--- src/tmc_timer_pkg.sv ---
package tmc_timer_pkg;

	// Data widths
	localparam int TMC_CNT_W = 8;
	localparam int TMC_PRE_W = 10;

	// Register byte offsets on the bus
	localparam logic [7:0] TMC_OFS_CTRL = 8'h00;
	localparam logic [7:0] TMC_OFS_COUNT = 8'h04;
	localparam logic [7:0] TMC_OFS_CMP = 8'h08;
	localparam logic [7:0] TMC_OFS_FLAG = 8'h0c;
	localparam logic [7:0] TMC_OFS_MASK = 8'h10;
	localparam int TMC_ADDR_W = 8;

	// Control register field positions
	localparam int TMC_CS_LSB = 0;
	localparam int TMC_WGM_LSB = 3;
	localparam int TMC_COM_LSB = 5;
	localparam int TMC_FOC_BIT = 7;

	// Flag and mask bit positions
	localparam int TMC_OVF_BIT = 0;
	localparam int TMC_CMP_BIT = 1;

	// Count extremes
	localparam logic [7:0] TMC_BOTTOM = 8'h00;
	localparam logic [7:0] TMC_MAX = 8'hff;
	localparam logic [7:0] TMC_ONE = 8'h01;

	// Clock source select codes
	localparam logic [2:0] TMC_CS_STOP = 3'h0;
	localparam logic [2:0] TMC_CS_DIV1 = 3'h1;
	localparam logic [2:0] TMC_CS_DIV8 = 3'h2;
	localparam logic [2:0] TMC_CS_DIV64 = 3'h3;
	localparam logic [2:0] TMC_CS_DIV256 = 3'h4;
	localparam logic [2:0] TMC_CS_DIV1024 = 3'h5;
	localparam logic [2:0] TMC_CS_EXT_FALL = 3'h6;
	localparam logic [2:0] TMC_CS_EXT_RISE = 3'h7;

	// Prescaler masks: tick when all masked bits are one
	localparam logic [9:0] TMC_PRE_M1 = 10'h000;
	localparam logic [9:0] TMC_PRE_M8 = 10'h007;
	localparam logic [9:0] TMC_PRE_M64 = 10'h03f;
	localparam logic [9:0] TMC_PRE_M256 = 10'h0ff;
	localparam logic [9:0] TMC_PRE_M1024 = 10'h3ff;

	// Waveform mode select codes
	localparam logic [1:0] TMC_WGM_NORMAL = 2'h0;
	localparam logic [1:0] TMC_WGM_PCPWM = 2'h1;
	localparam logic [1:0] TMC_WGM_CTC = 2'h2;
	localparam logic [1:0] TMC_WGM_FASTPWM = 2'h3;

	// Compare output action codes
	localparam logic [1:0] TMC_COM_NONE = 2'h0;
	localparam logic [1:0] TMC_COM_TOGGLE = 2'h1;
	localparam logic [1:0] TMC_COM_CLEAR = 2'h2;
	localparam logic [1:0] TMC_COM_SET = 2'h3;

	// Reset values
	localparam logic [7:0] TMC_RST_BYTE = 8'h00;
	localparam logic [31:0] TMC_RST_WORD = 32'h0000_0000;

endpackage : tmc_timer_pkg

--- src/tmc_timer0_counter_compare.sv ---
// The AHB-Lite register port and the address map were left to the implementer.
`timescale 1ns/1ps
`default_nettype none

module tmc_timer0_counter_compare
	import tmc_timer_pkg::*;
(
	input wire logic core_clk,
	input wire logic srst,
	input wire logic hsel,
	input wire logic [31:0] haddr,
	input wire logic [1:0] htrans,
	input wire logic hwrite,
	input wire logic [2:0] hsize,
	input wire logic [31:0] hwdata,
	input wire logic hready,
	output logic [31:0] hrdata,
	output logic hreadyout,
	output logic hresp,
	input wire logic externalCountInput,
	input wire logic globalIrqEnable,
	input wire logic ovfIrqAck,
	input wire logic cmpIrqAck,
	output logic ovfIrqReq,
	output logic cmpIrqReq,
	output logic compareOutputPin
);

	// Bus data phase tracking
	logic dphValid_ff; // Data phase pending
	logic dphWrite_ff; // Pending transfer is a write
	logic [TMC_ADDR_W-1:0] dphAddr_ff; // Latched byte offset
	logic hreadyout_ff; // Wait state control
	logic [31:0] hrdata_ff; // Registered read data

	// Software visible state
	logic [2:0] clockSourceSelect_ff;
	logic [1:0] waveformModeSelect_ff;
	logic [1:0] compareOutputAction_ff;
	logic [7:0] timerCount_ff; // Timer count value
	logic [7:0] cmpBuffer_ff; // Compare buffer, CPU side
	logic [7:0] cmpActive_ff; // Compare value seen by comparator
	logic ovfFlag_ff;
	logic cmpFlag_ff;
	logic ovfMask_ff;
	logic cmpMask_ff;

	// Counter internals
	logic countDown_ff; // Direction, phase correct mode only
	logic matchBlock_ff; // Set by a count write
	logic [TMC_PRE_W-1:0] prescale_ff; // Free running prescaler
	logic extSync1_ff; // First synchroniser stage
	logic extSync2_ff; // Second synchroniser stage
	logic extPrev_ff; // Previous synchronised level
	logic compareOut_ff; // Waveform output state
	logic ovfIrq_ff;
	logic cmpIrq_ff;

	// Next values
	logic [7:0] nxt_timerCount;
	logic nxt_countDown;
	logic nxt_compareOut;
	logic [31:0] nxt_hrdata;

	// Address phase accept and data phase completion
	wire addrAccept = hsel && htrans[1] && hready;
	wire dphDone = dphValid_ff && !hreadyout_ff;
	wire busWrite = dphDone && dphWrite_ff;
	wire busRead = dphDone && !dphWrite_ff;

	// Register write decode
	wire wrCtrl = busWrite && (dphAddr_ff == TMC_OFS_CTRL);
	wire wrCount = busWrite && (dphAddr_ff == TMC_OFS_COUNT);
	wire wrCmp = busWrite && (dphAddr_ff == TMC_OFS_CMP);
	wire wrFlag = busWrite && (dphAddr_ff == TMC_OFS_FLAG);
	wire wrMask = busWrite && (dphAddr_ff == TMC_OFS_MASK);

	// Mode decode; odd codes are the PWM modes
	wire pwmMode = waveformModeSelect_ff[0];
	wire modeNormal = waveformModeSelect_ff == TMC_WGM_NORMAL;
	wire modeCtc = waveformModeSelect_ff == TMC_WGM_CTC;
	wire modeFast = waveformModeSelect_ff == TMC_WGM_FASTPWM;
	wire modePc = waveformModeSelect_ff == TMC_WGM_PCPWM;

	// Force strobe obeys the mode and action written with it, so one write sets the pin
	wire [1:0] wrMode = hwdata[TMC_WGM_LSB +: 2];
	wire forceCompare = wrCtrl && hwdata[TMC_FOC_BIT] && !wrMode[0];
	// Action used on a non-PWM match; a forced one takes the freshly written bits
	wire [1:0] nonPwmAction = forceCompare ? hwdata[TMC_COM_LSB +: 2] : compareOutputAction_ff;

	// Extremes of the count
	wire atBottom = timerCount_ff == TMC_BOTTOM;
	wire atMax = timerCount_ff == TMC_MAX;

	// Comparator, always active
	wire compareEqual = timerCount_ff == cmpActive_ff;

	// External edge detect works on the second stage only
	wire extRise = extSync2_ff && !extPrev_ff;
	wire extFall = !extSync2_ff && extPrev_ff;

	// Prescaler taps
	wire pre8 = (prescale_ff & TMC_PRE_M8) == TMC_PRE_M8;
	wire pre64 = (prescale_ff & TMC_PRE_M64) == TMC_PRE_M64;
	wire pre256 = (prescale_ff & TMC_PRE_M256) == TMC_PRE_M256;
	wire pre1024 = (prescale_ff & TMC_PRE_M1024) == TMC_PRE_M1024;

	// Timer tick from the selected source and edge
	logic timerTick;
	always_comb
	begin
		unique case (clockSourceSelect_ff)
			TMC_CS_STOP: timerTick = 1'b0;
			TMC_CS_DIV1: timerTick = 1'b1;
			TMC_CS_DIV8: timerTick = pre8;
			TMC_CS_DIV64: timerTick = pre64;
			TMC_CS_DIV256: timerTick = pre256;
			TMC_CS_DIV1024: timerTick = pre1024;
			TMC_CS_EXT_FALL: timerTick = extFall;
			TMC_CS_EXT_RISE: timerTick = extRise;
		endcase
	end

	// A match acts one tick after the count reached it, unless blocked
	wire matchHit = timerTick && compareEqual && !matchBlock_ff;

	// Overflow point per mode: wrap from max, or bottom turn in phase correct
	wire ovfSet = timerTick && (modePc ? (atBottom && countDown_ff) : atMax);

	// Top for buffer transfer: max in both PWM modes
	wire cmpLoad = pwmMode && timerTick && atMax;

	// Counter sequence
	always_comb
	begin
		nxt_timerCount = timerCount_ff;
		nxt_countDown = countDown_ff && modePc;
		if (wrCount)
		begin
			// CPU write wins over any tick
			nxt_timerCount = hwdata[7:0];
		end
		else if (timerTick)
		begin
			if (modeCtc && matchHit)
			begin
				// Compare value acts as top
				nxt_timerCount = TMC_BOTTOM;
			end
			else if (modePc)
			begin
				// Turn at max and at bottom
				if (!countDown_ff && atMax)
				begin
					nxt_countDown = 1'b1;
					nxt_timerCount = timerCount_ff - TMC_ONE;
				end
				else if (countDown_ff && atBottom)
				begin
					nxt_countDown = 1'b0;
					nxt_timerCount = timerCount_ff + TMC_ONE;
				end
				else if (countDown_ff)
				begin
					nxt_timerCount = timerCount_ff - TMC_ONE;
				end
				else
				begin
					nxt_timerCount = timerCount_ff + TMC_ONE;
				end
			end
			else
			begin
				// Normal, fast PWM and CLEAR_ON_MATCH_MODE without match wrap at max
				nxt_timerCount = timerCount_ff + TMC_ONE;
			end
		end
	end

	// Waveform generator
	always_comb
	begin
		nxt_compareOut = compareOut_ff;
		if (forceCompare || ((modeNormal || modeCtc) && matchHit))
		begin
			// Non-PWM: act on a real or forced match
			unique case (nonPwmAction)
				TMC_COM_NONE: nxt_compareOut = compareOut_ff;
				TMC_COM_TOGGLE: nxt_compareOut = !compareOut_ff;
				TMC_COM_CLEAR: nxt_compareOut = 1'b0;
				TMC_COM_SET: nxt_compareOut = 1'b1;
			endcase
		end
		else if (modeFast)
		begin
			// Match first, wrap to bottom last, so compare at max holds steady
			if (compareOutputAction_ff[1] && matchHit)
			begin
				nxt_compareOut = compareOutputAction_ff[0];
			end
			if (compareOutputAction_ff[1] && timerTick && atMax)
			begin
				nxt_compareOut = !compareOutputAction_ff[0];
			end
		end
		else
		begin
			// Phase correct: level follows direction of the match
			if (compareOutputAction_ff[1] && matchHit)
			begin
				nxt_compareOut = compareOutputAction_ff[0] ^ countDown_ff;
			end
		end
	end

	// Register read multiplexer
	always_comb
	begin
		nxt_hrdata = TMC_RST_WORD;
		unique case (dphAddr_ff)
			TMC_OFS_CTRL:
			begin
				nxt_hrdata[TMC_CS_LSB +: 3] = clockSourceSelect_ff;
				nxt_hrdata[TMC_WGM_LSB +: 2] = waveformModeSelect_ff;
				nxt_hrdata[TMC_COM_LSB +: 2] = compareOutputAction_ff;
			end
			TMC_OFS_COUNT: nxt_hrdata[7:0] = timerCount_ff;
			TMC_OFS_CMP: nxt_hrdata[7:0] = pwmMode ? cmpBuffer_ff : cmpActive_ff;
			TMC_OFS_FLAG:
			begin
				nxt_hrdata[TMC_OVF_BIT] = ovfFlag_ff;
				nxt_hrdata[TMC_CMP_BIT] = cmpFlag_ff;
			end
			TMC_OFS_MASK:
			begin
				nxt_hrdata[TMC_OVF_BIT] = ovfMask_ff;
				nxt_hrdata[TMC_CMP_BIT] = cmpMask_ff;
			end
			default: nxt_hrdata = TMC_RST_WORD; // Unmapped reads zero
		endcase
	end

	// Bus slave: one wait state so read data comes from a flop
	always_ff @(posedge core_clk)
	begin
		if (srst)
		begin
			dphValid_ff <= 1'b0;
			dphWrite_ff <= 1'b0;
			dphAddr_ff <= TMC_RST_BYTE;
			hreadyout_ff <= 1'b1;
			hrdata_ff <= TMC_RST_WORD;
		end
		else if (addrAccept)
		begin
			dphValid_ff <= 1'b1;
			dphWrite_ff <= hwrite;
			dphAddr_ff <= haddr[TMC_ADDR_W-1:0];
			hreadyout_ff <= 1'b0;
		end
		else if (dphDone)
		begin
			dphValid_ff <= 1'b0;
			hreadyout_ff <= 1'b1;
			if (busRead)
			begin
				hrdata_ff <= nxt_hrdata;
			end
		end
	end

	// Control and mask registers
	always_ff @(posedge core_clk)
	begin
		if (srst)
		begin
			clockSourceSelect_ff <= TMC_CS_STOP;
			waveformModeSelect_ff <= TMC_WGM_NORMAL;
			compareOutputAction_ff <= TMC_COM_NONE;
			ovfMask_ff <= 1'b0;
			cmpMask_ff <= 1'b0;
		end
		else
		begin
			if (wrCtrl)
			begin
				clockSourceSelect_ff <= hwdata[TMC_CS_LSB +: 3];
				waveformModeSelect_ff <= hwdata[TMC_WGM_LSB +: 2];
				// Action bits are not buffered; effective immediately
				compareOutputAction_ff <= hwdata[TMC_COM_LSB +: 2];
			end
			if (wrMask)
			begin
				ovfMask_ff <= hwdata[TMC_OVF_BIT];
				cmpMask_ff <= hwdata[TMC_CMP_BIT];
			end
		end
	end

	// Compare buffer and active compare value
	always_ff @(posedge core_clk)
	begin
		if (srst)
		begin
			cmpBuffer_ff <= TMC_RST_BYTE;
			cmpActive_ff <= TMC_RST_BYTE;
		end
		else
		begin
			if (wrCmp)
			begin
				cmpBuffer_ff <= hwdata[7:0];
			end
			if (wrCmp && !pwmMode)
			begin
				cmpActive_ff <= hwdata[7:0];
			end
			else if (cmpLoad)
			begin
				// Glitch-free update only at top
				cmpActive_ff <= cmpBuffer_ff;
			end
		end
	end

	// Counter, direction and match blocking
	always_ff @(posedge core_clk)
	begin
		if (srst)
		begin
			timerCount_ff <= TMC_RST_BYTE;
			countDown_ff <= 1'b0;
			matchBlock_ff <= 1'b0;
		end
		else
		begin
			timerCount_ff <= nxt_timerCount;
			countDown_ff <= nxt_countDown;
			// Held until a tick consumes it, even while stopped
			if (wrCount)
			begin
				matchBlock_ff <= 1'b1;
			end
			else if (timerTick)
			begin
				matchBlock_ff <= 1'b0;
			end
		end
	end

	// Interrupt flags: a set in the same cycle beats any clear
	always_ff @(posedge core_clk)
	begin
		if (srst)
		begin
			ovfFlag_ff <= 1'b0;
			cmpFlag_ff <= 1'b0;
		end
		else
		begin
			if (ovfSet)
			begin
				ovfFlag_ff <= 1'b1;
			end
			else if (ovfIrqAck || (wrFlag && hwdata[TMC_OVF_BIT]))
			begin
				ovfFlag_ff <= 1'b0;
			end
			if (matchHit)
			begin
				cmpFlag_ff <= 1'b1;
			end
			else if (cmpIrqAck || (wrFlag && hwdata[TMC_CMP_BIT]))
			begin
				cmpFlag_ff <= 1'b0;
			end
		end
	end

	// Prescaler, external synchroniser and output stage
	always_ff @(posedge core_clk)
	begin
		if (srst)
		begin
			prescale_ff <= 10'h000;
			extSync1_ff <= 1'b0;
			extSync2_ff <= 1'b0;
			extPrev_ff <= 1'b0;
			compareOut_ff <= 1'b0;
			ovfIrq_ff <= 1'b0;
			cmpIrq_ff <= 1'b0;
		end
		else
		begin
			prescale_ff <= prescale_ff + 10'h001;
			extSync1_ff <= externalCountInput;
			extSync2_ff <= extSync1_ff;
			extPrev_ff <= extSync2_ff;
			compareOut_ff <= nxt_compareOut;
			ovfIrq_ff <= ovfFlag_ff && ovfMask_ff && globalIrqEnable;
			cmpIrq_ff <= cmpFlag_ff && cmpMask_ff && globalIrqEnable;
		end
	end

	// Outputs straight from flops, except hresp, which is a constant
	assign hrdata = hrdata_ff;
	assign hreadyout = hreadyout_ff;
	assign hresp = 1'b0; // Always OKAY
	assign ovfIrqReq = ovfIrq_ff;
	assign cmpIrqReq = cmpIrq_ff;
	assign compareOutputPin = compareOut_ff;

endmodule : tmc_timer0_counter_compare

`default_nettype wire

--- config.mk ---
export PLATFORM = sky130hd
export DESIGN_NAME = tmc_timer0_counter_compare
export DESIGN_NICKNAME = d
export VERILOG_FILES = /design/src/tmc_timer_pkg.sv /design/src/tmc_timer0_counter_compare.sv
export SDC_FILE = /design/constraint.sdc
export NUM_CORES = 1
export LEC_CHECK = 0
export ABC_AREA = 1
export BUFFER_PORTS_ARGS = -buffer_cell sky130_fd_sc_hd__buf_2
export CAP_MARGIN = 40
export CORE_MARGIN = 2
export CORE_UTILIZATION = 52
export CTS_CLUSTER_SIZE = 24
export DETAILED_ROUTE_END_ITERATION = 8
export PLACE_DENSITY_LB_ADDON = 0.25
export SLEW_MARGIN = 30
export SYNTH_ARGS = -nofsm -noshare
export SYNTH_HDL_FRONTEND = slang
export SYNTH_SLANG_ARGS = --single-unit
--- constraint.sdc ---
create_clock -name core_clk -period 5.4 [get_ports core_clk]
set_clock_uncertainty 0.1 [all_clocks]
set_input_delay 0.27 -clock core_clk [delete_from_list [all_inputs] [get_ports core_clk]]
set_output_delay 0.27 -clock core_clk [all_outputs]
set_load 0.005 [all_outputs]
-- Word level (Yosys, flattened, before mapping)
Cells that the tools add are included.
- memories kept: 0
- logic and storage cells: 153
- latch bits: 0
- flip-flop bits (word level): 72
- memory bits (read-only): 0
- input bits: 78
- output and inout bits: 37
- RAM bits: 0
- add/sub/neg operators: 3
- reduce and logical (&&, ||, !) cells: 62
- bitwise logic cells: 2
- multiply operators: 0
- magnitude comparators: 0
- shift operators: 0
- div/mod/pow operators: 0
- equality and inequality tests: 24
- multiplexer cells: 38
- operator list (kind ; number):
    8-bit 2-to-1 mux ; 10
    1-bit logical AND ; 34
    1-bit 2-to-1 mux ; 22
    8-bit by 4-bit equality test with 1-bit output, second input constant ; 2
    8-bit equality test, second input constant ; 2
    8-bit zero test ; 2
    3-bit equality test, second input constant ; 5
    5-bit one-hot mux with 3 select lines ; 1
    10-bit by 1-bit adder with 10-bit output, second input constant ; 1
    10-bit equality test, second input constant ; 1
    1-bit zero test ; 10
    2-bit one-hot mux with 5 select lines ; 1
    2-bit nonzero test ; 5
    8-bit by 1-bit adder with 8-bit output, second input constant ; 1
    2-bit equality test, second input constant ; 4
    8-bit by 3-bit equality test with 1-bit output, second input constant ; 1
    8-bit by 5-bit equality test with 1-bit output, second input constant ; 1
    8-bit equality test ; 1
    1-bit one-hot mux with 8 select lines ; 1
    8-bit by 1-bit subtractor with 8-bit output, second input constant ; 1
    3-bit by 2-bit equality test with 1-bit output, second input constant ; 2
    6-bit equality test, second input constant ; 1
    3-bit AND reduction ; 2
    3-bit nonzero test ; 2
    11 further kinds ; 16

-- Logic depth before layout (Yosys ltp)
Gate-level depths: netlist of the first run.
- depth after elaboration: 10
- gate-level depth with buffers: 17
- depth with buffers taken out: 17

-- Least setup slack after synthesis of the first run
Ideal clock, no wire load.
- path type: register -> register
- start: reg prescale_ff[0]
- end: reg compareOut_ff (netlist: compareOutputPin)
- slack: 3627 ps
- data required time: 5190 ps
- cell stages (with the launch flop): 15
- period minus slack after synthesis: 1773 ps
- library setup time: 110 ps
- arrival: 1562 ps
- path through: dfxtp_1 -> ha_1 -> nand2_1 -> nor2_1 -> nand2_1 -> nor2_1 -> nor2_1 -> nor2_4 -> nand3_2 -> nand2_2 -> nand2_1 -> nand2_1 -> nand2_1 -> inv_2 -> nor2_2
- longest elaborated chain between the ends: 8
- ends and longest elaborated chain (item ; line ; source):
    start: declaration ; tmc_timer0_counter_compare.sv:51 ; logic [TMC_PRE_W-1:0] prescale_ff;
    start signal: assignment ; tmc_timer0_counter_compare.sv:395 ; prescale_ff <= prescale_ff + 10'h001;
    10-bit equality test, or another cell as far along ; tmc_timer0_counter_compare.sv:106 ; wire pre1024 = (prescale_ff & TMC_PRE_M1024) == TMC_PRE_M1024;
    1-bit one-hot mux with 8 select lines (*) ; tmc_timer0_counter_compare.sv:112 ; unique case (clockSourceSelect_ff)
    1-bit logical AND (2 in series) ; tmc_timer0_counter_compare.sv:125 ; wire matchHit = timerTick && compareEqual && !matchBlock_ff;
    1-bit logical AND ; tmc_timer0_counter_compare.sv:184 ; if (forceCompare || ((modeNormal || modeCtc) && matchHit))
    1-bit logical OR ; tmc_timer0_counter_compare.sv:184 ;
    2-bit != test (no source line) / 3-bit nonzero test (equally long branches) ; n/a ;
    3-bit AND reduction (no source line) ; n/a ;
    end signal: assignment ; tmc_timer0_counter_compare.sv:399 ; compareOut_ff <= nxt_compareOut;
    end: declaration ; tmc_timer0_counter_compare.sv:55 ; logic compareOut_ff;
Mark *: on every way between the ends. The rest lies on a longest branch, timed or not.
A chain may end at the register's enable or synchronous reset.

-- Worst setup path after layout of the first run
- start: reg waveformModeSelect_ff[0]
- end: reg timerCount_ff[4]
- longest elaborated chain between the ends: 5
- ends and longest elaborated chain (item ; line ; source):
    start: declaration ; tmc_timer0_counter_compare.sv:38 ; logic [1:0] waveformModeSelect_ff;
    start signal: assignment ; tmc_timer0_counter_compare.sv:288 ; waveformModeSelect_ff <= hwdata[TMC_WGM_LSB +: 2];
    2-bit by 1-bit equality test with 1-bit output / 2-bit equality test (equally long branches) ; tmc_timer0_counter_compare.sv:83, tmc_timer0_counter_compare.sv:81 ;
    8-bit 2-to-1 mux / 1-bit logical AND (equally long branches) ; tmc_timer0_counter_compare.sv:150, tmc_timer0_counter_compare.sv:145 ;
    8-bit 2-to-1 mux (*) ; tmc_timer0_counter_compare.sv:145 ; if (modeCtc && matchHit)
    8-bit 2-to-1 mux (*) ; tmc_timer0_counter_compare.sv:143 ; else if (timerTick)
    8-bit 2-to-1 mux (*) ; tmc_timer0_counter_compare.sv:138 ; if (wrCount)
    end signal: assignment ; tmc_timer0_counter_compare.sv:337 ; timerCount_ff <= nxt_timerCount;
    end: declaration ; tmc_timer0_counter_compare.sv:40 ; logic [7:0] timerCount_ff;
Mark *: on every way between the ends. The rest lies on a longest branch, timed or not. The select of a mux whose other input is x is not followed.

==> results.sh, run 1 <==
export IMPL_antenna_cells=0
export IMPL_synth_largest_area_cell="dfxtp_1"
export IMPL_synth_compound_area_share_pct=16.53
export IMPL_crit_path_start_kind="flip-flop"
export IMPL_synth_xor_area_share_pct=2.306
export IMPL_grt_pass1_vias=3612
export IMPL_dr_pass1_iters=5
export IMPL_required_ns=5.59
export IMPL_layout_drive_gt1_share_pct=15.80
export IMPL_worst_slack_ns=2.935
export IMPL_hold_depth=3
export IMPL_drtIter0Drc=341
export IMPL_cts_buffer_depth=2
export IMPL_crit_type="flip-flop to flip-flop"
export IMPL_cts_num_sinks=72
export IMPL_synth_top_area_share_pct=34.50
export IMPL_globalRouteOverflowTotal=0
export IMPL_p_leak_nw=1.971
export IMPL_drt_total_wl_mm=10.25
export IMPL_slew_viol_final=0
export IMPL_grt_max_degree=35
export IMPL_async_flop_share_pct=0
export IMPL_status="finished, final reports clean"
export IMPL_track_usage_pct=24.94
export IMPL_root_buffer="clkbuf_8"
export IMPL_initial_core_util_pct=53.79
export IMPL_reg2reg_depth=10
export IMPL_syn_cell_area_um2=4178
export IMPL_cts_buffers=9
export IMPL_period_minus_slack_ns=2.465
export IMPL_syn_area_per_cell_um2=6.793
export IMPL_cp_data_arrival_time_ns=2.65
export IMPL_netlist_top_cells_count="nand2_1 (143), dfxtp_1 (72), inv_1 (65), o21ai_0 (52), nor2_1 (50)"
export IMPL_wire_per_inst_um=13.59
export IMPL_antenna_found_initial=0
export IMPL_yosys_area_share_adder_pct=1.198
export IMPL_hp_class="input pin to flip-flop"
export IMPL_r2r_slack_ns=2.93
export IMPL_vias_per_cell=5.235
export IMPL_hold_buffers=0
export IMPL_gp_congestion=0.9496
export IMPL_seq_area_frac_synth_pct=34.50
export IMPL_drcViolationCount=0
export IMPL_r2r_start="waveformModeSelect_ff[0]$_SDFFE_PP0P_"
export IMPL_ys_warn_count=0
export IMPL_cp_max_fo=13
export IMPL_io_buffers=37
export IMPL_grt_pass1_wl_mm=17.22
export IMPL_clk_latency_ns=0.36
export IMPL_clkTransAtPathRegs_ns=0.08
export IMPL_synth_cells=615
export IMPL_fin_crit_sh_pct=45.65
export IMPL_endpoint="timerCount_ff[4]$_SDFFE_PP0P_"
export IMPL_ys_types=44
export IMPL_num_vias=3947
export IMPL_worst_slew_pin_slew_ns=0.7842
export IMPL_setup_tns_ns=0
export IMPL_die_area_um2=8768
export IMPL_dp_hpwl_mm=7.671
export IMPL_p_per_area_nw_per_um2=232.9
export IMPL_post_place_cells=738
export IMPL_num_fill_cells=769
export IMPL_synth_mux_area_share_pct=0
export IMPL_vdd_drop_max_uv=160.0
export IMPL_clock_fmax_mhz=405.7
export IMPL_cts_tree="done"
export IMPL_synth_top_family_by_area="simple AND/OR/NAND/NOR gates"
export IMPL_ant_nets=0
export IMPL_drv_cap=0
export IMPL_die_x_um=93.64
export IMPL_finalSetupViolCount=0
export IMPL_rows=32
export IMPL_die_y_um=93.64
export IMPL_synth_ff_type="dfxtp_1"
export IMPL_synth_most_common_cell="nand2_1"
export IMPL_cts_htree_levels=3
export IMPL_ios=115
export IMPL_ys_seq_elements=72
export IMPL_core_area_um2=7767
export IMPL_synth_area_leaders="dfxtp_1 (35%), nand2_1 (13%), o21ai_0 (6.2%)"
export IMPL_r2r_end="timerCount_ff[4]$_SDFFE_PP0P_"
export IMPL_hold_ws_ns=0.01479
export IMPL_yosys_area_share_simple_pct=31.63
export IMPL_synth_edf_count=0
export IMPL_final_net_count=729
export IMPL_post_place_ws_ns=2.925
export IMPL_post_cts_setup_buffer_count=0
export IMPL_hold_violations=0
export IMPL_ctsResizeCount=0
export IMPL_cp_end_kind="flip-flop"
export IMPL_crit_start="waveformModeSelect_ff[0]$_SDFFE_PP0P_"
export IMPL_relSlewSlack_pct=47.53
export IMPL_fin_cells=754
export IMPL_rsz0062_at_grt="no"
export IMPL_area_growth_pct=8.296
==> per-layer routing <==
| metal | wire length (um) | track usage (%) | share of wire [%] | vias to the layer above |
|---|---|---|---|---|
| met5 | 0 | 0 | 0 | - |
| li1 | - | - | - | 2023 |
| met3 | 482 | 2.820 | 4.7 | 21 |
| met4 | 210 | 9.420 | 2.0 | 0 |
| met2 | 4869 | 41.49 | 48 | 106 |
| met1 | 4688 | 33.28 | 46 | 1797 |
==> cell type report <==
type,instances,area (um2),share of cell area [%]
Clock inverter,6,65.06,1.438
Sequential cell,72,1441,31.86
Timing Repair Buffer,38,192.7,4.259
Inverter,81,307.8,6.803
Clock buffer,10,137.6,3.042
Tap cell,102,127.6,2.821
Multi-Input combinational cell,445,2252,49.78
==> flip-flops by register name, indices dropped and copies added, names as in the netlist, 2 cells and up <==
signal / cells
compareOutputAction_ff: 2
dphAddr_ff: 8
clockSourceSelect_ff: 3
cmpActive_ff: 8
timerCount_ff: 8
hrdata: 8
prescale_ff: 10
cmpBuffer_ff: 8
waveformModeSelect_ff: 2
==> power breakdown <==
group	total (W)	internal [W]	switching [W]
combinational	0.0000679	0.0000201	0.0000477
sequential	0.000543	0.000538	0.00000556
clock	0.000442	0.000228	0.000215
total	0.00105	0.000786	0.000268
==> stage by stage <==
step / power, W / area, um2 / utilization (%)
global placement: 0.0006217 / 4322 / 55.64
global route: 0.001095 / 4524 / 58.25
detailed placement: 0.0006233 / 4322 / 55.64
finish: 0.001054 / 4524 / 58.25
floorplan: 0.0006128 / 4268 / -
CTS: 0.001061 / 4524 / 58.25
==> placed cells by master (no fill, tap or decap), types with 2 or more instances in the layout <==
cell / count
nand4_1: 6
nand2_2: 4
inv_2: 14
nand2_1: 143
nand3_1: 37
inv_1: 65
nor3_1: 6
xnor2_1: 2
a31oi_1: 5
nand3_2: 3
a221oi_1: 2
clkbuf_8: 10
inv_6: 2
nand4_2: 3
nor2_1: 50
ha_1: 4
o21ai_0: 52
o211ai_1: 5
dfxtp_1: 72
conb_1: 25
clkinv_2: 3
nor2_4: 6
nand3b_1: 4
buf_2: 37
nand2_4: 3
nor2_2: 9
o221ai_1: 5
xor2_1: 9
o21ai_1: 6
a21oi_1: 45
==> worst max-delay path: stages, from the launching register on <==
cell and delay (ns):
dfxtp_1 0.69, inv_1 0.38, nor2_1 0.46, nand2_1 0.13
clkinv_2 0.09, nand2_4 0.08, inv_2 0.09, o21ai_0 0.08
o21ai_1 0.09, nand3_1 0.08, a21oi_1 0.12
==> logic make-up after synthesis <==
logic type / count (synthesis)
other: 1
DFF: 72
buffers and inverters: 122
and+or+nand+nor: 280
adders and majority gates: 4
AOI/OAI and AO/OA: 125
xor gates and xnor gates: 11
==> worst min path at each step <==
| stage | end | start |
|---|---|---|
| after global routing | extSync1_ff$_SDFF_PP0_ | externalCountInput |
| final | extSync1_ff$_SDFF_PP0_ | externalCountInput |
| after detailed placement | extSync2_ff$_SDFF_PP0_ | extSync1_ff$_SDFF_PP0_ |
| after global placement | extSync2_ff$_SDFF_PP0_ | extSync1_ff$_SDFF_PP0_ |
| after floorplan | extSync1_ff$_SDFF_PP0_ | externalCountInput |
| after CTS | extSync1_ff$_SDFF_PP0_ | externalCountInput |
Note: power is estimated with default switching activity, not from simulation.
==> run 2, diff against run 1 <==
ABC_AREA = 0   (was 1)
CORE_UTILIZATION = 47   (was 52)
clock period = 2 ns   (was 5.4 ns; I/O delays follow)
==> run 2 against run 1 <==
The run now ends with setup timing left; flip-flop and latch count stayed put; wire length is 11% higher; combinational power grew to 3.2 times the previous value; core utilization is 8.2 points higher; largest cell class unchanged; largest power group unchanged; highest routed layer unchanged.
==> results.sh, run 2 <==
export IMPL_status="finished, violations left"
export IMPL_violations="setup timing"
export IMPL_hold_depth=3
export IMPL_dpl_cell_area_um2=4678
export IMPL_p_int_w=0.002142
export IMPL_slew_viol_final=0
export IMPL_die_y_um=95.63
export IMPL_num_vias=3815
export IMPL_synth_top_area_share_pct=36.53
export IMPL_finalSetupViolCount=27
export IMPL_required_ns=2.19
export IMPL_ios=115
export IMPL_drcViolationCount=0
export IMPL_seq_power_share_pct=51.3
export IMPL_globalRouteOverflowTotal=0
export IMPL_io_buffers=37
export IMPL_reg2reg_depth=6
export IMPL_synth_ff_type="dfxtp_1"
export IMPL_grt_pass1_vias=3567
export IMPL_p_per_area_nw_per_um2=523.4
export IMPL_wire_per_inst_um=16.08
export IMPL_antenna_cells=0
export IMPL_post_place_cells=662
export IMPL_p_leak_nw=2.211
export IMPL_cp_max_fo=4
export IMPL_path_cells="xnor2_2, nand3_1, or4_4, a2111oi_1, nor4_2, a211oi_2"
export IMPL_final_area_um2=5434
export IMPL_hold_violations=0
export IMPL_core_area_um2=8175
export IMPL_sw_frac_of_total_pct=24.68
export IMPL_grt_max_degree=25
export IMPL_ant_nets=0
export IMPL_cts_buffers=9
export IMPL_rows=33
export IMPL_most_common_layout_cells="buf_4 (82), dfxtp_1 (59), nand2_1 (48)"
export IMPL_synth_most_common_cell="dfxtp_1"
export IMPL_worst_slack_ns=-0.2687
export IMPL_post_route_util_pct=66.47
export IMPL_syn_area_per_cell_um2=8.414
export IMPL_cts_buffer_depth=2
export IMPL_crit_path_start_kind="flip-flop"
export IMPL_drt_total_wl_mm=11.38
export IMPL_dr_pass1_iters=6
export IMPL_netSwitchingPower_w=0.0007018
export IMPL_initial_core_util_pct=48.27
export IMPL_cts_num_sinks=72
export IMPL_largest_reg_flops=10
export IMPL_layout_commonest_cell="buf_4"
export IMPL_hp_class="input pin to flip-flop"
export IMPL_cts_tree="done"
export IMPL_grt_pass1_wl_mm=17.62
export IMPL_power_frac_comb_pct=7.5
export IMPL_clk_latency_ns=0.36
export IMPL_pwr_share_clk_pct=41.2
export IMPL_antenna_found_initial=0
export IMPL_seq_area_frac_synth_pct=36.53
export IMPL_async_flop_share_pct=0
export IMPL_ys_warn_count=0
export IMPL_relSlewSlack_pct=49.67
export IMPL_syn_cell_area_um2=3946
export IMPL_cts_htree_levels=3
export IMPL_root_buffer="clkbuf_8"
export IMPL_synth_cells=469
export IMPL_layout_drive_gt1_share_pct=37.31
export IMPL_worst_slew_pin_slew_ns=0.7531
export IMPL_period_minus_slack_ns=2.269
export IMPL_final_net_count=681
export IMPL_netlist_top_cells_count="dfxtp_1 (72), nor2_1 (56), nand2_1 (51), a21oi_1 (32), mux2i_1 (26)"
export IMPL_drv_cap=0
export IMPL_die_x_um=95.63
export IMPL_vdd_drop_max_uv=430.0
export IMPL_fin_crit_sh_pct=113.4
export IMPL_gp_congestion=0.9208
export IMPL_synth_largest_area_cell="dfxtp_1"
export IMPL_top_register="prescale_ff"
export IMPL_crit_type="flip-flop to flip-flop"
export IMPL_num_fill_cells=648
export IMPL_synth_edf_count=0
export IMPL_cp_end_kind="flip-flop"
export IMPL_vias_per_cell=5.388
export IMPL_area_growth_pct=37.70
export IMPL_synth_area_leaders="dfxtp_1 (37%), mux2i_1 (6.6%), nor2_1 (5.3%)"
export IMPL_clock_fmax_mhz=440.8
export IMPL_drtIter0Drc=294
export IMPL_cp_data_arrival_time_ns=2.46
export IMPL_critical_path_max_stage_delay_ns=0.70
export IMPL_clkTransAtPathRegs_ns=0.08
export IMPL_die_area_um2=9145
export IMPL_rsz0062_at_grt="yes"
export IMPL_ys_seq_elements=72
export IMPL_ys_types=60
export IMPL_cp_slowest_cell="a2111oi_1"
export IMPL_track_usage_pct=25.27
export IMPL_fin_cells=708
export IMPL_dp_hpwl_mm=7.834
-- run 2: repair_timing --
item | in CTS | in global routing
hold endpoints to repair | 31 | 0
gates cloned | 1 | 0
pin swaps | 16 | 19
gates resized for setup | 24 | 47
hold buffers | 19 | 0
buffers inserted | 5 | 6
endpoints found under the setup margin | 27 | 40
-- run 2: kinds of logic after synthesis --
group / share of synthesized area, %
simple gates: 23.02
compound gates: 17.09
flops: 36.52
buf+inv: 9.258
mux: 8.307
xor+xnor: 4.439
fa+ha+maj: 1.268
other cells: 0.09503
-- run 2: through the flow --
step                      TNS (ns)  total power (W)  worst slack [ns]  hold slack [ns]
after floorplan             -1.205         0.001612           -0.1154           0.1282
after global placement      -2.030         0.001660           -0.1840           0.2215
after detailed placement    -2.880         0.001663           -0.2112           0.2157
after CTS                   -2.923         0.002860           -0.1390         0.006278
after global routing        -5.022         0.002951           -0.3172         0.005812
final                       -2.938         0.002844           -0.2687          0.02609
-- run 2: worst max-delay path, delay by kind of cell (launching register included) --
kind | cells | cell delay [ns]
xor gates and xnor gates | 1 | 0.15
AOI/OAI and AO/OA | 2 | 0.86
DFF | 1 | 0.35
and+or+nand+nor | 3 | 0.76
-- run 2: area by class of cell --
cell class                      instances  area [um2]  share of cell area (%)
Clock buffer                           10       137.6                   2.533
Tap cell                              105       131.4                   2.418
Multi-Input combinational cell        359        2509                   46.17
Sequential cell                        72        1465                   26.96
Clock inverter                          5       56.30                   1.036
Timing Repair Buffer                  147        1092                   20.10
Inverter                               10       42.54                  0.7829
-- run 2: path summary, 6_finish.rpt --
check	startpoint	endpoint	slack, ns
setup / recovery	timerCount_ff[2]$_SDFFE_PP0P_	compareOutputPin$_SDFFE_PP0P_	-0.27
hold / removal	hwdata[7]	cmpActive_ff[7]$_SDFFE_PP0P_	0.03
setup reg to reg	timerCount_ff[2]$_SDFFE_PP0P_	compareOutputPin$_SDFFE_PP0P_	-0.27
hold reg to reg	extSync1_ff$_SDFF_PP0_	extSync2_ff$_SDFF_PP0_	0.35
-- run 2: metal layers --
layer  vias up  GRT usage, %  part of all wire, %
met5         -             0                    0
met4         0         9.405                  2.5
met3        22         5.296                  5.2
met2       132         39.80                   47
met1      1795         34.00                   45
li1       1866             -                    -
-- run 2: power groups by stage --
| stage | clock network, W | registers, W | logic [W] |
|---|---|---|---|
| after floorplan | 0 | 0.00149 | 0.000120 |
| after CTS | 0.00120 | 0.00146 | 0.000203 |
| after global routing | 0.00126 | 0.00146 | 0.000235 |
| after global placement | 0 | 0.00149 | 0.000167 |
| after detailed placement | 0 | 0.00149 | 0.000169 |
| final | 0.00117 | 0.00146 | 0.000214 |
